File: src/rtl/eps_defines.svh
// Purpose: Offsets, field positions and reset values of the strobe port
// Assumes: ISA I/O index/data pair at 3E0h/3E1h
// Notes:   Definitions only
`ifndef EPS_DEFINES_SVH
`define EPS_DEFINES_SVH

// ****************************************************************
// ISA locations and indices
// ****************************************************************
`define EPS_ADDR_INDEX   10'h3E0
`define EPS_ADDR_DATA    10'h3E1
`define EPS_IDX_A_EXT    8'h2E
`define EPS_IDX_A_REG    8'h2F
`define EPS_IDX_B_EXT    8'h6E
`define EPS_IDX_B_REG    8'h6F
`define EPS_EXT_DATA     8'h0A
`define EPS_EXT_CTRL     8'h0B

// ****************************************************************
// Strobe control fields
// ****************************************************************
`define EPS_BIT_ACT_HIGH 5
`define EPS_BIT_WR_STB   4
`define EPS_BIT_RD_STB   3
`define EPS_BIT_PUSH     2
`define EPS_CTRL_MASK    8'h3C
`define EPS_CTRL_RST     8'h00
`define EPS_DATA_RST     8'h00
`define EPS_IDX_RST      8'h00

`endif

File: src/rtl/eps_pkg.sv
// Purpose: Shared types of the strobe port
// Assumes: Two sockets
// Notes:   Constants live in eps_defines.svh
package eps_pkg;
  typedef logic [7:0] eps_byte_type;
  typedef logic [9:0] eps_addr_type;
  typedef enum logic [1:0] {
    EPS_MODE_INPUT,
    EPS_MODE_READ,
    EPS_MODE_WRITE,
    EPS_MODE_BOTH
  } eps_mode_type;
endpackage

File: src/rtl/eps_sock_if.sv
// Purpose: Register traffic between the decoder and one socket store
// Assumes: One instance per socket
// Notes:   Write strobes are one-cycle pulses
`timescale 1ns/10ps
interface eps_sock_if;
  import eps_pkg::*;
  logic         wr_ext;
  logic         wr_ctrl;
  logic         wr_shadow;
  eps_byte_type wdata;
  eps_byte_type ext_idx;
  eps_byte_type ctrl;
  eps_byte_type shadow;
  modport store (input wr_ext, wr_ctrl, wr_shadow, wdata, output ext_idx, ctrl, shadow);
  modport user  (output wr_ext, wr_ctrl, wr_shadow, wdata, input ext_idx, ctrl, shadow);
endinterface

File: src/rtl/eps_sock_store.sv
// Purpose: Per-socket extended index, strobe control and data shadow
// Assumes: Writes arrive as one-cycle pulses on mclk
// Notes:   Reserved control bits are never stored
`timescale 1ns/10ps
`include "eps_defines.svh"
module eps_sock_store (
  // Clock and reset
  input wire logic  mclk,
  input wire logic  sys_rst,
  // Register traffic
  eps_sock_if.store port
);
  import eps_pkg::*;

  eps_byte_type ext_idx_reg;
  eps_byte_type ctrl_reg;
  eps_byte_type shadow_reg;

  always_ff @(posedge mclk or posedge sys_rst) begin
    if (sys_rst) begin
      ext_idx_reg <= `EPS_IDX_RST;
    end else if (port.wr_ext) begin
      ext_idx_reg <= port.wdata;
    end
  end

  always_ff @(posedge mclk or posedge sys_rst) begin
    if (sys_rst) begin
      ctrl_reg <= `EPS_CTRL_RST;
    end else if (port.wr_ctrl) begin
      // Stray scratch bits would alter nothing, so they are dropped
      ctrl_reg <= port.wdata & `EPS_CTRL_MASK;
    end
  end

  always_ff @(posedge mclk or posedge sys_rst) begin
    if (sys_rst) begin
      shadow_reg <= `EPS_DATA_RST;
    end else if (port.wr_shadow) begin
      shadow_reg <= port.wdata;
    end
  end

  assign port.ext_idx = ext_idx_reg;
  assign port.ctrl    = ctrl_reg;
  assign port.shadow  = shadow_reg;
endmodule

File: src/rtl/eps_top.sv
// Purpose: ISA-mapped general-purpose strobe ports for two sockets
// Assumes: ISA pins sampled on mclk; strobe path is clockless
// Notes:   Strobe pins follow IOR*/IOW* without a clock by design
`timescale 1ns/10ps
`include "eps_defines.svh"
module eps_top (
  // Clock and reset
  input  wire logic          mclk,
  input  wire logic          sys_rst,
  // ISA bus
  input  wire eps_pkg::eps_addr_type isa_addr,
  input  wire logic          isa_aen,
  input  wire logic          isa_ior_n,
  input  wire logic          isa_iow_n,
  input  wire eps_pkg::eps_byte_type isa_sd_in,
  output      eps_pkg::eps_byte_type isa_sd_out,
  output      logic          isa_sd_oe,
  // Power state
  input  wire logic          suspend,
  // Socket pull-up control bits
  input  wire logic [1:0]    pullup_ctl,
  // Socket A strobe pin
  output      logic          socket_a_strobe_out,
  output      logic          socket_a_strobe_oe,
  output      logic          socket_a_pullup_en,
  // Socket B strobe pin
  output      logic          socket_b_strobe_out,
  output      logic          socket_b_strobe_oe,
  output      logic          socket_b_pullup_en
);
  import eps_pkg::*;

  // ****************************************************************
  // Helpers
  // ****************************************************************
  function automatic eps_mode_type mode_of(input eps_byte_type ctrl);
    unique case ({ctrl[`EPS_BIT_WR_STB], ctrl[`EPS_BIT_RD_STB]})
      2'b00: mode_of = EPS_MODE_INPUT;
      2'b01: mode_of = EPS_MODE_READ;
      2'b10: mode_of = EPS_MODE_WRITE;
      2'b11: mode_of = EPS_MODE_BOTH;
    endcase
  endfunction

  function automatic eps_byte_type ext_idx_of(input logic sock);
    ext_idx_of = sock ? `EPS_IDX_B_EXT : `EPS_IDX_A_EXT;
  endfunction

  function automatic eps_byte_type reg_idx_of(input logic sock);
    reg_idx_of = sock ? `EPS_IDX_B_REG : `EPS_IDX_A_REG;
  endfunction

  // ****************************************************************
  // ISA cycle tracking
  // ****************************************************************
  eps_byte_type index_reg;
  logic         iow_q_reg;
  logic         wr_start;
  logic         at_index;
  logic         at_data;
  logic         super_susp;

  assign at_index   = !isa_aen && (isa_addr == `EPS_ADDR_INDEX);
  assign at_data    = !isa_aen && (isa_addr == `EPS_ADDR_DATA);
  // Data is taken on the falling edge of IOW* where SD is already valid
  assign wr_start   = iow_q_reg && !isa_iow_n;
  assign super_susp = suspend && isa_aen;

  always_ff @(posedge mclk or posedge sys_rst) begin
    if (sys_rst) begin
      iow_q_reg <= 1'b1;
    end else begin
      iow_q_reg <= isa_iow_n;
    end
  end

  always_ff @(posedge mclk or posedge sys_rst) begin
    if (sys_rst) begin
      index_reg <= `EPS_IDX_RST;
    end else if (wr_start && at_index) begin
      index_reg <= isa_sd_in;
    end
  end

  // ****************************************************************
  // Per-socket stores and strobe logic
  // ****************************************************************
  logic         stb_level [2];
  logic         stb_oe    [2];
  logic         pu_next   [2];
  logic         hit_data  [2];
  logic         hit_ext   [2];
  logic         reads_ext [2];
  eps_byte_type rd_val    [2];
  logic         rd_own    [2];

  genvar s;
  generate
    for (s = 0; s < 2; s++) begin : g_sock
      eps_sock_if   sif ();
      eps_mode_type mode;
      logic         sel_port;
      logic         active;

      eps_sock_store u_store (
        .mclk    (mclk),
        .sys_rst (sys_rst),
        .port    (sif.store)
      );

      assign mode        = mode_of(sif.ctrl);
      assign hit_ext[s]  = at_data && (index_reg == ext_idx_of(s[0]));
      assign hit_data[s] = at_data && (index_reg == reg_idx_of(s[0]));
      // Address, index and extended index must all agree
      assign sel_port    = hit_data[s] && (sif.ext_idx == `EPS_EXT_DATA);

      assign sif.wdata     = isa_sd_in;
      assign sif.wr_ext    = wr_start && hit_ext[s];
      assign sif.wr_ctrl   = wr_start && hit_data[s] && (sif.ext_idx == `EPS_EXT_CTRL);
      // Clock is gone in suspend, so no shadow capture then
      assign sif.wr_shadow = wr_start && sel_port && !suspend;

      // Purely combinational path; no mclk edge is needed for a strobe
      always_comb begin
        active = 1'b0;
        if (sel_port && !super_susp) begin
          if (sif.ctrl[`EPS_BIT_WR_STB] && !isa_iow_n) begin
            active = 1'b1;
          end
          if (sif.ctrl[`EPS_BIT_RD_STB] && !isa_ior_n) begin
            active = 1'b1;
          end
        end
      end

      // Idle level is the opposite of the active level
      assign stb_level[s] = sif.ctrl[`EPS_BIT_ACT_HIGH] ? active : !active;

      always_comb begin
        if (mode == EPS_MODE_INPUT) begin
          stb_oe[s] = 1'b0;
        end else if (sif.ctrl[`EPS_BIT_PUSH]) begin
          stb_oe[s] = 1'b1;
        end else begin
          stb_oe[s] = !stb_level[s];
        end
      end

      assign pu_next[s] = (mode == EPS_MODE_INPUT) && !pullup_ctl[s];

      // External buffer drives SD when read strobe is on
      assign reads_ext[s] = sel_port && sif.ctrl[`EPS_BIT_RD_STB];

      always_comb begin
        rd_own[s] = 1'b0;
        rd_val[s] = 8'h00;
        if (hit_ext[s]) begin
          rd_own[s] = 1'b1;
          rd_val[s] = sif.ext_idx;
        end else if (hit_data[s]) begin
          rd_own[s] = !reads_ext[s];
          if (sif.ext_idx == `EPS_EXT_CTRL) begin
            rd_val[s] = sif.ctrl;
          end else if (sif.ext_idx == `EPS_EXT_DATA) begin
            rd_val[s] = sif.shadow;
          end
        end
      end
    end
  endgenerate

  // ****************************************************************
  // Pins
  // ****************************************************************
  // Strobe pins bypass flip-flops: a registered strobe could not
  // track IOR*/IOW* exactly nor run with the clock stopped
  assign socket_a_strobe_out = stb_level[0];
  assign socket_a_strobe_oe  = stb_oe[0];
  assign socket_b_strobe_out = stb_level[1];
  assign socket_b_strobe_oe  = stb_oe[1];

  always_ff @(posedge mclk or posedge sys_rst) begin
    if (sys_rst) begin
      socket_a_pullup_en <= 1'b1;
      socket_b_pullup_en <= 1'b1;
    end else begin
      socket_a_pullup_en <= pu_next[0];
      socket_b_pullup_en <= pu_next[1];
    end
  end

  // ****************************************************************
  // Read data
  // ****************************************************************
  always_ff @(posedge mclk or posedge sys_rst) begin
    if (sys_rst) begin
      isa_sd_out <= 8'h00;
      isa_sd_oe  <= 1'b0;
    end else if (!isa_ior_n) begin
      if (at_index) begin
        isa_sd_out <= index_reg;
        isa_sd_oe  <= 1'b1;
      end else if (rd_own[0]) begin
        isa_sd_out <= rd_val[0];
        isa_sd_oe  <= 1'b1;
      end else if (rd_own[1]) begin
        isa_sd_out <= rd_val[1];
        isa_sd_oe  <= 1'b1;
      end else begin
        isa_sd_out <= 8'h00;
        isa_sd_oe  <= 1'b0;
      end
    end else begin
      isa_sd_oe <= 1'b0;
    end
  end
endmodule

File: config.mk
export PLATFORM = sky130hd
export DESIGN_NAME = eps_top
export DESIGN_NICKNAME = d
export VERILOG_FILES = /design/src/rtl/eps_pkg.sv /design/src/rtl/eps_sock_if.sv /design/src/rtl/eps_sock_store.sv /design/src/rtl/eps_top.sv
export VERILOG_INCLUDE_DIRS = /design/src /design/src/rtl
export SDC_FILE = /design/constraint.sdc
export NUM_CORES = 1
export LEC_CHECK = 0
export BUFFER_PORTS_ARGS = -buffer_cell sky130_fd_sc_hd__buf_2
export CORE_ASPECT_RATIO = 1.2
export CORE_MARGIN = 1.5
export CORE_UTILIZATION = 30
export DETAILED_ROUTE_END_ITERATION = 8
export PLACE_DENSITY = 0.55
export SLEW_MARGIN = 10
export SYNTH_ARGS = -nofsm -noshare
export SYNTH_HDL_FRONTEND = slang
export SYNTH_SLANG_ARGS = --single-unit
File: constraint.sdc
create_clock -name mclk -period 3.9 [get_ports mclk]
set_input_delay 0.39 -clock mclk [delete_from_list [all_inputs] [get_ports mclk]]
set_output_delay 0.39 -clock mclk [all_outputs]
set_load 0.05 [all_outputs]
# --- Word level (Yosys, flattened, before mapping) ---
# Cells that the tools add are included.
totals:
  regBits: 60
  inputBits: 26
  out_inout_bits: 15
  wordCells: 109
op_classes:
  n_eq_ne: 16
  mux: 33
  n_reduce_logical: 48
op_table:
  columns: ["op", "count"]
  rows:
  - ["two-way mux 8 bit", 11]
  - ["== test 8 x 4 -> 1 bit, second input constant", 4]
  - ["logical AND 1 bit", 31]
  - ["== test 10 bit, second input constant", 2]
  - ["two-way mux 1 bit", 20]
  - ["== test 8 x 6 -> 1 bit, second input constant", 2]
  - ["== test 8 x 7 -> 1 bit, second input constant", 2]
  - ["case mux 2 bit (4 select lines)", 2]
  - ["zero test 1 bit", 13]
  - ["== test 2 bit, second input constant", 4]
  - ["zero test 2 bit", 4]
  - ["== test 2 x 1 -> 1 bit, second input constant", 2]

# --- Longest topological paths before layout ---
# Gate-level depths: netlist of the first run.
depth:
  ltp_word: 12
  depth_mapped: 8
  mapped_depth_nobuf: 5

# --- Modules after synthesis ---
# Synthesis of the first run repeated with hierarchy kept, for this count alone.
hier_totals:
  hier_cells: 263
  area_unflattened_um2: 3314.4
modules_own_cells:
  columns: ["mod", "n_inst", "cells_per_inst", "area_each_um2", "seq_area_each_um2"]
  rows:
  - ["eps_sock_store", 2, 48, 845.8, 500.5]
  - ["eps_top", 1, 167, 1622.8, 504.2]

# --- Worst setup path before layout of the first run ---
# No wires, ideal clock.
synth_timing:
  path_type: "input-to-output"
  startpoint: "in isa_aen"
  endpoint: "out socket_a_strobe_oe"
  arrival_time_ns: 3.210
  required_time_ns: 3.510
  slack_ns: 0.300
  path_stages: 7
  path_buffers: 2
  path_cell_list: "or4_1 -> or4_1 -> buf_2 -> buf_2 -> nor4_2 -> xnor2_1 -> a21oi_1"
synth_between:
  elab_chain_cells: 11
  word_cells_on_any_way: 13
  classes_between: "mux (4); reduce/logical (9)"
synth_rtl:
  columns: ["element", "line_no", "source"]
  rows:
  - ["start: declaration", "eps_top.sv:12", "input wire logic isa_aen,"]
  - ["zero test 1 bit", "eps_top.sv:64", "assign at_data = !isa_aen && (isa_addr == `EPS_ADDR_DATA);"]
  - ["logical AND 1 bit", "eps_top.sv:64", null]
  - ["logical AND 1 bit", "eps_top.sv:113", "assign hit_data[s] = at_data && (index_reg == reg_idx_of(s[0]));"]
  - ["logical AND 1 bit", "eps_top.sv:115", "assign sel_port = hit_data[s] && (sif.ext_idx == `EPS_EXT_DATA);"]
  - ["logical AND 1 bit (*)", "eps_top.sv:126", "if (sel_port && !super_susp) begin"]
  - ["two-way mux 1 bit (*)", "eps_top.sv:126", null]
  - ["zero test 1 bit", "eps_top.sv:137", "assign stb_level[s] = sif.ctrl[`EPS_BIT_ACT_HIGH] ? active : !active;"]
  - ["two-way mux 1 bit (*)", "eps_top.sv:137", null]
  - ["net socket_a_strobe_out", "eps_top.sv:23", "output logic socket_a_strobe_out,"]
  - ["zero test 1 bit (*)", "eps_top.sv:145", "stb_oe[s] = !stb_level[s];"]
  - ["two-way mux 1 bit (*)", "eps_top.sv:142", "end else if (sif.ctrl[`EPS_BIT_PUSH]) begin"]
  - ["two-way mux 1 bit (*)", "eps_top.sv:140", "if (mode == EPS_MODE_INPUT) begin"]
  - ["end: declaration", "eps_top.sv:24", "output logic socket_a_strobe_oe,"]
# The timed path passes the listed nets; every way through them passes the cells marked *.

# --- Final worst setup path of the first run ---
layout_timing:
  startpoint: "reg index_reg[4]"
  endpoint: "out socket_a_strobe_oe"
layout_between:
  elab_chain_cells: 10
layout_rtl:
  columns: ["element", "line_no", "source"]
  rows:
  - ["start: declaration", "eps_top.sv:56", "eps_byte_type index_reg;"]
  - ["start signal: assignment", "eps_top.sv:79", "index_reg <= `EPS_IDX_RST;"]
  - ["start signal: assignment", "eps_top.sv:81", "index_reg <= isa_sd_in;"]
  - ["== test 8 x 6 -> 1 bit (*)", "eps_top.sv:113", null]
  - ["logical AND 1 bit (*)", "eps_top.sv:113", null]
  - ["logical AND 1 bit (*)", "eps_top.sv:115", null]
  - ["logical AND 1 bit (*)", "eps_top.sv:126", null]
  - ["two-way mux 1 bit (*)", "eps_top.sv:126", null]
  - ["zero test 1 bit", "eps_top.sv:137", null]
  - ["two-way mux 1 bit (*)", "eps_top.sv:137", null]
  - ["zero test 1 bit (*)", "eps_top.sv:145", null]
  - ["two-way mux 1 bit (*)", "eps_top.sv:142", null]
  - ["two-way mux 1 bit (*)", "eps_top.sv:140", null]
# Mark *: on every way between the ends. The rest lies on a longest branch, timed or not.

==> metrics.txt, run 1 <==
Data arrival, critical path 2660 ps; P&R area growth vs syn 20.6%; GRT Total Usage 15.6%; post-CTS setup buffers 0; antenna violations before repair 0; CTS tree built; vias in the first global route 2367; Reg2Reg Setup Slack 1160 ps; crit start category flop; fin crit period 3050 ps; Num CTS Buffers 9; crit path max-delay cell type or4b_1; Clock Latency Late Sink 320 ps; RR Startpoint index_reg[4]$_DFFE_PP0P_; Mean Syn Cell Area 11.5 µm²; DRC errors left 0; Crit Path Max Fanout 6; root buffer cell clkbuf_16; RePlAce Congestion 0.776; clock buffer depth 2; worst setup path start index_reg[4]$_DFFE_PP0P_; fin. max-slew vios 0; DRT iter0 DRCs 123; endpoint of the worst register-to-register path isa_sd_out[6]$_DFFE_PP0N_; # placed instances 423; status finished, final reports clean; PwrDens 412 nW/µm²; final hold viol count 0; Syn Nets 294; post-route ant nets 0; flops & latches, synth 60; top-count cell post-synth dfrtp_1; Leak 1.65 nW; largest net degree at the start of global routing 61; Initial Util 30.8%; Core Rows 40; worst-path cell chain or4b_1, nand4bb_1, nor4_2, xnor2_1, a21oi_1, buf_2; layout cells sized above 1 38.3%; area of the multi-input gates 1450 µm²; Synth async-reset ratio 100%; post-route setup TNS 0 ps; CP peak stage delay 700 ps; WHS Endpoint socket_a_pullup_en$_DFF_PP1_; core box area 9960 µm²; Crit Path Class reg -> out; clk sinks 60; unrepaired setup endpoints after global routing false; cell count after synthesis 268; Finished Layout Cells 439; Reg clk slew, reported paths 50 ps; Port Buf Inserts 40; Via density 5.25; Ys Warns 0; Post-synth EDFFs 0; Synth cell types 49; final hold slack 177 ps; Worst Path Required 3510 ps; Die H 114 µm; Maximum Capacitance Violations 0; post_cts resized 0; Max H-tree Level 3; first-pass GRT wire length 12600 µm; hold buffers post-CTS 0; sequential area share after synthesis 49.0%; worst-case reg-to-reg path depth 5; DR vias 2304; Final setup viols 0; Die W 95.3 µm; Fmax achieved 0.328 GHz; DP Worst Slack 797 ps; filler instances 987; post-synth top area share 46.5%; worst slew pin tran 748 ps; hold path start pullup_ctl[0]; storage element area 1510 µm²; clock skew 6.07 ps; Layout Nets 334; Area contributors post-synth dfrtp_1 (46%), mux2_2 (18%), dfstp_2 (2.6%); grt total ovfl 0; prevailing post-synth register cell dfrtp_1; leading area contributor after synthesis dfrtp_1; worst min-delay path class in -> reg; slack of the critical path 854 ps; commonest cells in the netlist dfrtp_1 (57), mux2_2 (50), nand2_1 (20); die area 10800 µm²; DP Wirelength 5640 µm; Mapped Area 3070 µm²; wire per inst 17.7 µm; # IOs 41; hold depth 2; DRT Pass-1 Iters 4; CP endpoint kind output port; Tcrit/Tclk final 78.1%; slew margin rel. 50.2%; VDD IR max 217 µV; diode count 0; final WL 7780 µm
## cells by family (layout without fill, tap and decap cells)
group	Yosys count	after routing	synth area share (%)
mux	54	54	19.6
buf+inv	28	73	3.79
simple gates	81	81	16.6
flops	60	60	49.0
xor+xnor	2	2	0.571
compound gates	43	43	10.3
## cell type report
cell class / count / share of cell area (%)
inverters: 13 / 1.32
well taps: 126 / 4.26
clock buffers: 11 / 6.83
repair buffers: 44 / 6.22
clock inverters: 5 / 1.62
flip-flops and latches: 60 / 40.7
multi-input cells: 180 / 39.1
## worst max path at each step
stage,endpoint,depth (start not counted)
after CTS,socket_a_strobe_oe,6
final,socket_a_strobe_oe,6
after global placement,g_sock[0].u_store.port.ext_idx[1]$_DFFE_PP0P_,7
after floorplan,socket_a_strobe_oe,7
after global routing,socket_a_strobe_oe,6
after detailed placement,g_sock[0].u_store.port.ext_idx[5]$_DFFE_PP0P_,7
## per-layer routing
layer  track usage (%)  vias to the layer above  share of wire [%]
li1                  -                     1075                  -
met1              19.0                     1159                 42
met2              26.1                       59                 52
met3              2.87                       11                4.3
met4              7.86                        0                1.9
met5                 0                        -                  0
## stage by stage
step	util [%]	power [W]	instance area (µm²)
after floorplan	-	0.000692	3070
after global placement	34.0	0.000728	3390
after detailed placement	34.0	0.000729	3390
after CTS	37.2	0.00154	3700
after global routing	37.2	0.00157	3700
final	37.2	0.00152	3700
## report_power, final
group	switching, W	total [W]	internal (W)
Sequential	0.00000278	0.000633	0.000630
Combinational	0.0000605	0.0000837	0.0000232
Clock	0.000278	0.000807	0.000528
Total	0.000342	0.00152	0.00118
## cell usage in the layout, fill, tap and decap left out, types with 2 or more instances in the layout
cell        synthesis  layout
nor2b_1             3       3
mux2i_1             4       4
o21ai_0             5       5
nor4bb_1            5       5
dfrtp_1            57      57
buf_2               3      40
a211oi_1            2       2
o41ai_1             6       6
mux2_2             50      50
nor4_1              2       2
o32ai_1             3       3
a22oi_1             2       2
o311ai_0            3       3
dfstp_2             3       3
clkinvlp_4          0       4
clkbuf_8            0       2
a21oi_1             7       7
nor4b_1             3       3
buf_4               0       4
nor3_1              6       6
nand4_1             3       3
clkbuf_16           0       9
nor2_1             13      13
or4_1               4       4
nor4_4              2       2
a221oi_1            5       5
a31oi_1             3       3
and3_1              2       2
nand2_1            20      20
nand2b_1            8       8
inv_1              13      12
## critical path: cells and delay by family (launching register included)
family                    cells  cell delay [ps]
and+or+nand+nor               3             1390
DFF                           1              420
buffers and inverters         1              270
AOI/OAI and AO/OA             1              140
xor gates and xnor gates      1              110
No activity file was read; power rests on OpenSTA's default activity.
==> run 2, diff against run 1 <==
==> constraint.sdc (replaced) <==
create_clock -name mclk -period 3.1 [get_ports mclk]
set_input_delay 0.31 -clock mclk [delete_from_list [all_inputs] [get_ports mclk]]
set_output_delay 0.31 -clock mclk [all_outputs]
set_load 0.05 [all_outputs]
==> run 2 against run 1 <==
  * Via count grew 0.13%
  * Sequential share of layout area decreased by 0.64 points
  * Wire length up 3.4%
  * Final area is 1.6% higher
  * Utilization rose by 0.59 points
  * Critical endpoint unchanged
  * Critical path depth did not move
  * Clock power increased by 26%
  * Combinational power is 29% higher
  * Register-to-register slack worse by 700 ps
==> metrics.txt, run 2 (synthesized netlist as in run 1, its figures left out) <==
status finished, final reports clean; hold buffers post-CTS 0; DRT Pass-1 Iters 4; clk sinks 60; # placed instances 429; filler instances 981; Die H 114 µm; placed instance area 3450 µm²; Clk pwr share 53.1%; Core Rows 40; Die W 95.3 µm; post-route cell area 3760 µm²; crit start category flop; fin. max-slew vios 0; Num CTS Buffers 9; DP Worst Slack 281 ps; DRT iter0 DRCs 52; slew margin rel. 49.0%; unrepaired setup endpoints after global routing false; Initial Util 30.8%; DRC errors left 0; clock buffer depth 2; CP peak stage delay 660 ps; Maximum Capacitance Violations 0; combinational power share 5.6%; largest net degree at the start of global routing 61; wire per inst 18.1 µm; Tcrit/Tclk final 95.6%; Worst Path Required 2790 ps; vias in the first global route 2425; die area 10800 µm²; post-route setup TNS 0 ps; fin crit period 2960 ps; worst-path cell chain or4b_1, nand4bb_1, nor4_2, xnor2_1, a21oi_4, buf_2; diode count 0; final hold viol count 0; VDD IR max 257 µV; root buffer cell clkbuf_16; P&R area growth vs syn 22.5%; final WL 8050 µm; WHS Endpoint socket_b_pullup_en$_DFF_PP1_; GRT Total Usage 16.1%; Port Buf Inserts 40; commonest non-fill, non-tap cell in the layout dfrtp_1; post_cts resized 0; Max H-tree Level 3; Crit Path Max Fanout 6; # IOs 41; Leak 1.69 nW; crit path max-delay cell type or4b_1; post-CTS setup buffers 0; Via density 5.18; slack of the critical path 136 ps; Finished Layout Cells 445; Final setup viols 0; core box area 9960 µm²; RR Startpoint index_reg[4]$_DFFE_PP0P_; Psw 0.000416 W; CP endpoint kind output port; clock skew 8.03 ps; first-pass GRT wire length 12800 µm; worst slew pin tran 766 ps; Fmax achieved 0.337 GHz; Crit path buffers/inverters 1; CTS tree built; hold path start pullup_ctl[1]; Net Sw Frac 21.6%; Clock Latency Late Sink 330 ps; Layout Nets 340; critical path's top delay family simple AND/OR/NAND/NOR gates; hold depth 2; Reg2Reg Setup Slack 460 ps; layout cells sized above 1 39.2%; endpoint of the worst register-to-register path g_sock[0].u_store.port.shadow[5]$_DFFE_PP0P_; worst-case reg-to-reg path depth 6; most frequent cells in the layout dfrtp_1 (57), mux2_2 (50), buf_2 (40), nand2_1 (20), nor2_1 (13); DP Wirelength 5650 µm; Crit Path Class reg -> out; worst min-delay path class in -> reg; antenna violations before repair 0; Reg clk slew, reported paths 50 ps; cell internal pwr 0.00151 W; Data arrival, critical path 2650 ps; DR vias 2307; post-route ant nets 0; Flop pwr share 41.3%; RePlAce Congestion 0.786; grt total ovfl 0; Final Total Pwr 0.00193 W; PwrDens 513 nW/µm²
## run 2: how the worst max path moves through the flow
stage / startpoint / to / depth (start not counted)
5_1_grt: index_reg[4]$_DFFE_PP0P_ / socket_a_strobe_oe / 6
3_3_place_gp: isa_aen / g_sock[1].u_store.port.shadow[7]$_DFFE_PP0P_ / 7
3_5_place_dp: isa_aen / g_sock[1].u_store.port.shadow[6]$_DFFE_PP0P_ / 7
6_report: index_reg[4]$_DFFE_PP0P_ / socket_a_strobe_oe / 6
4_1_cts: index_reg[4]$_DFFE_PP0P_ / socket_a_strobe_oe / 6
2_1_floorplan: isa_aen / socket_a_strobe_oe / 7
## run 2: area by class of cell
cell class              count  area [µm²]  area share (%)
inverters                  13        48.8            1.30
flip-flops and latches     60        1510            40.0
clock inverters             1        30.0           0.798
well taps                 126         158            4.19
multi-input cells         180        1470            39.0
clock buffers              15         278            7.39
repair buffers             50         275            7.32
## run 2: power groups by stage
stage          clock network, W  logic (W)  registers (W)
2_1_floorplan                 0  0.0000376       0.000834
3_3_place_gp                  0   0.000110       0.000810
3_5_place_dp                  0   0.000111       0.000810
4_1_cts                 0.00104   0.000111       0.000797
5_1_grt                 0.00108   0.000119       0.000797
6_report                0.00102   0.000108       0.000797
## run 2: routing by layer
| metal | global-route usage, % | part of all wire (%) | vias to the layer above |
|---|---|---|---|
| met5 | 0 | 0 | - |
| met1 | 18.9 | 43 | 1166 |
| met3 | 3.60 | 3.7 | 11 |
| li1 | - | - | 1086 |
| met4 | 6.37 | 1.7 | 0 |
| met2 | 28.1 | 52 | 44 |
## run 2: per-stage QoR
step | utilization [%] | hold slack (ps)
floorplan | - | 314
global placement | 34.7 | 425
detailed placement | 34.7 | 435
CTS | 37.8 | 90.1
global route | 37.8 | 88.8
finish | 37.8 | 96.0
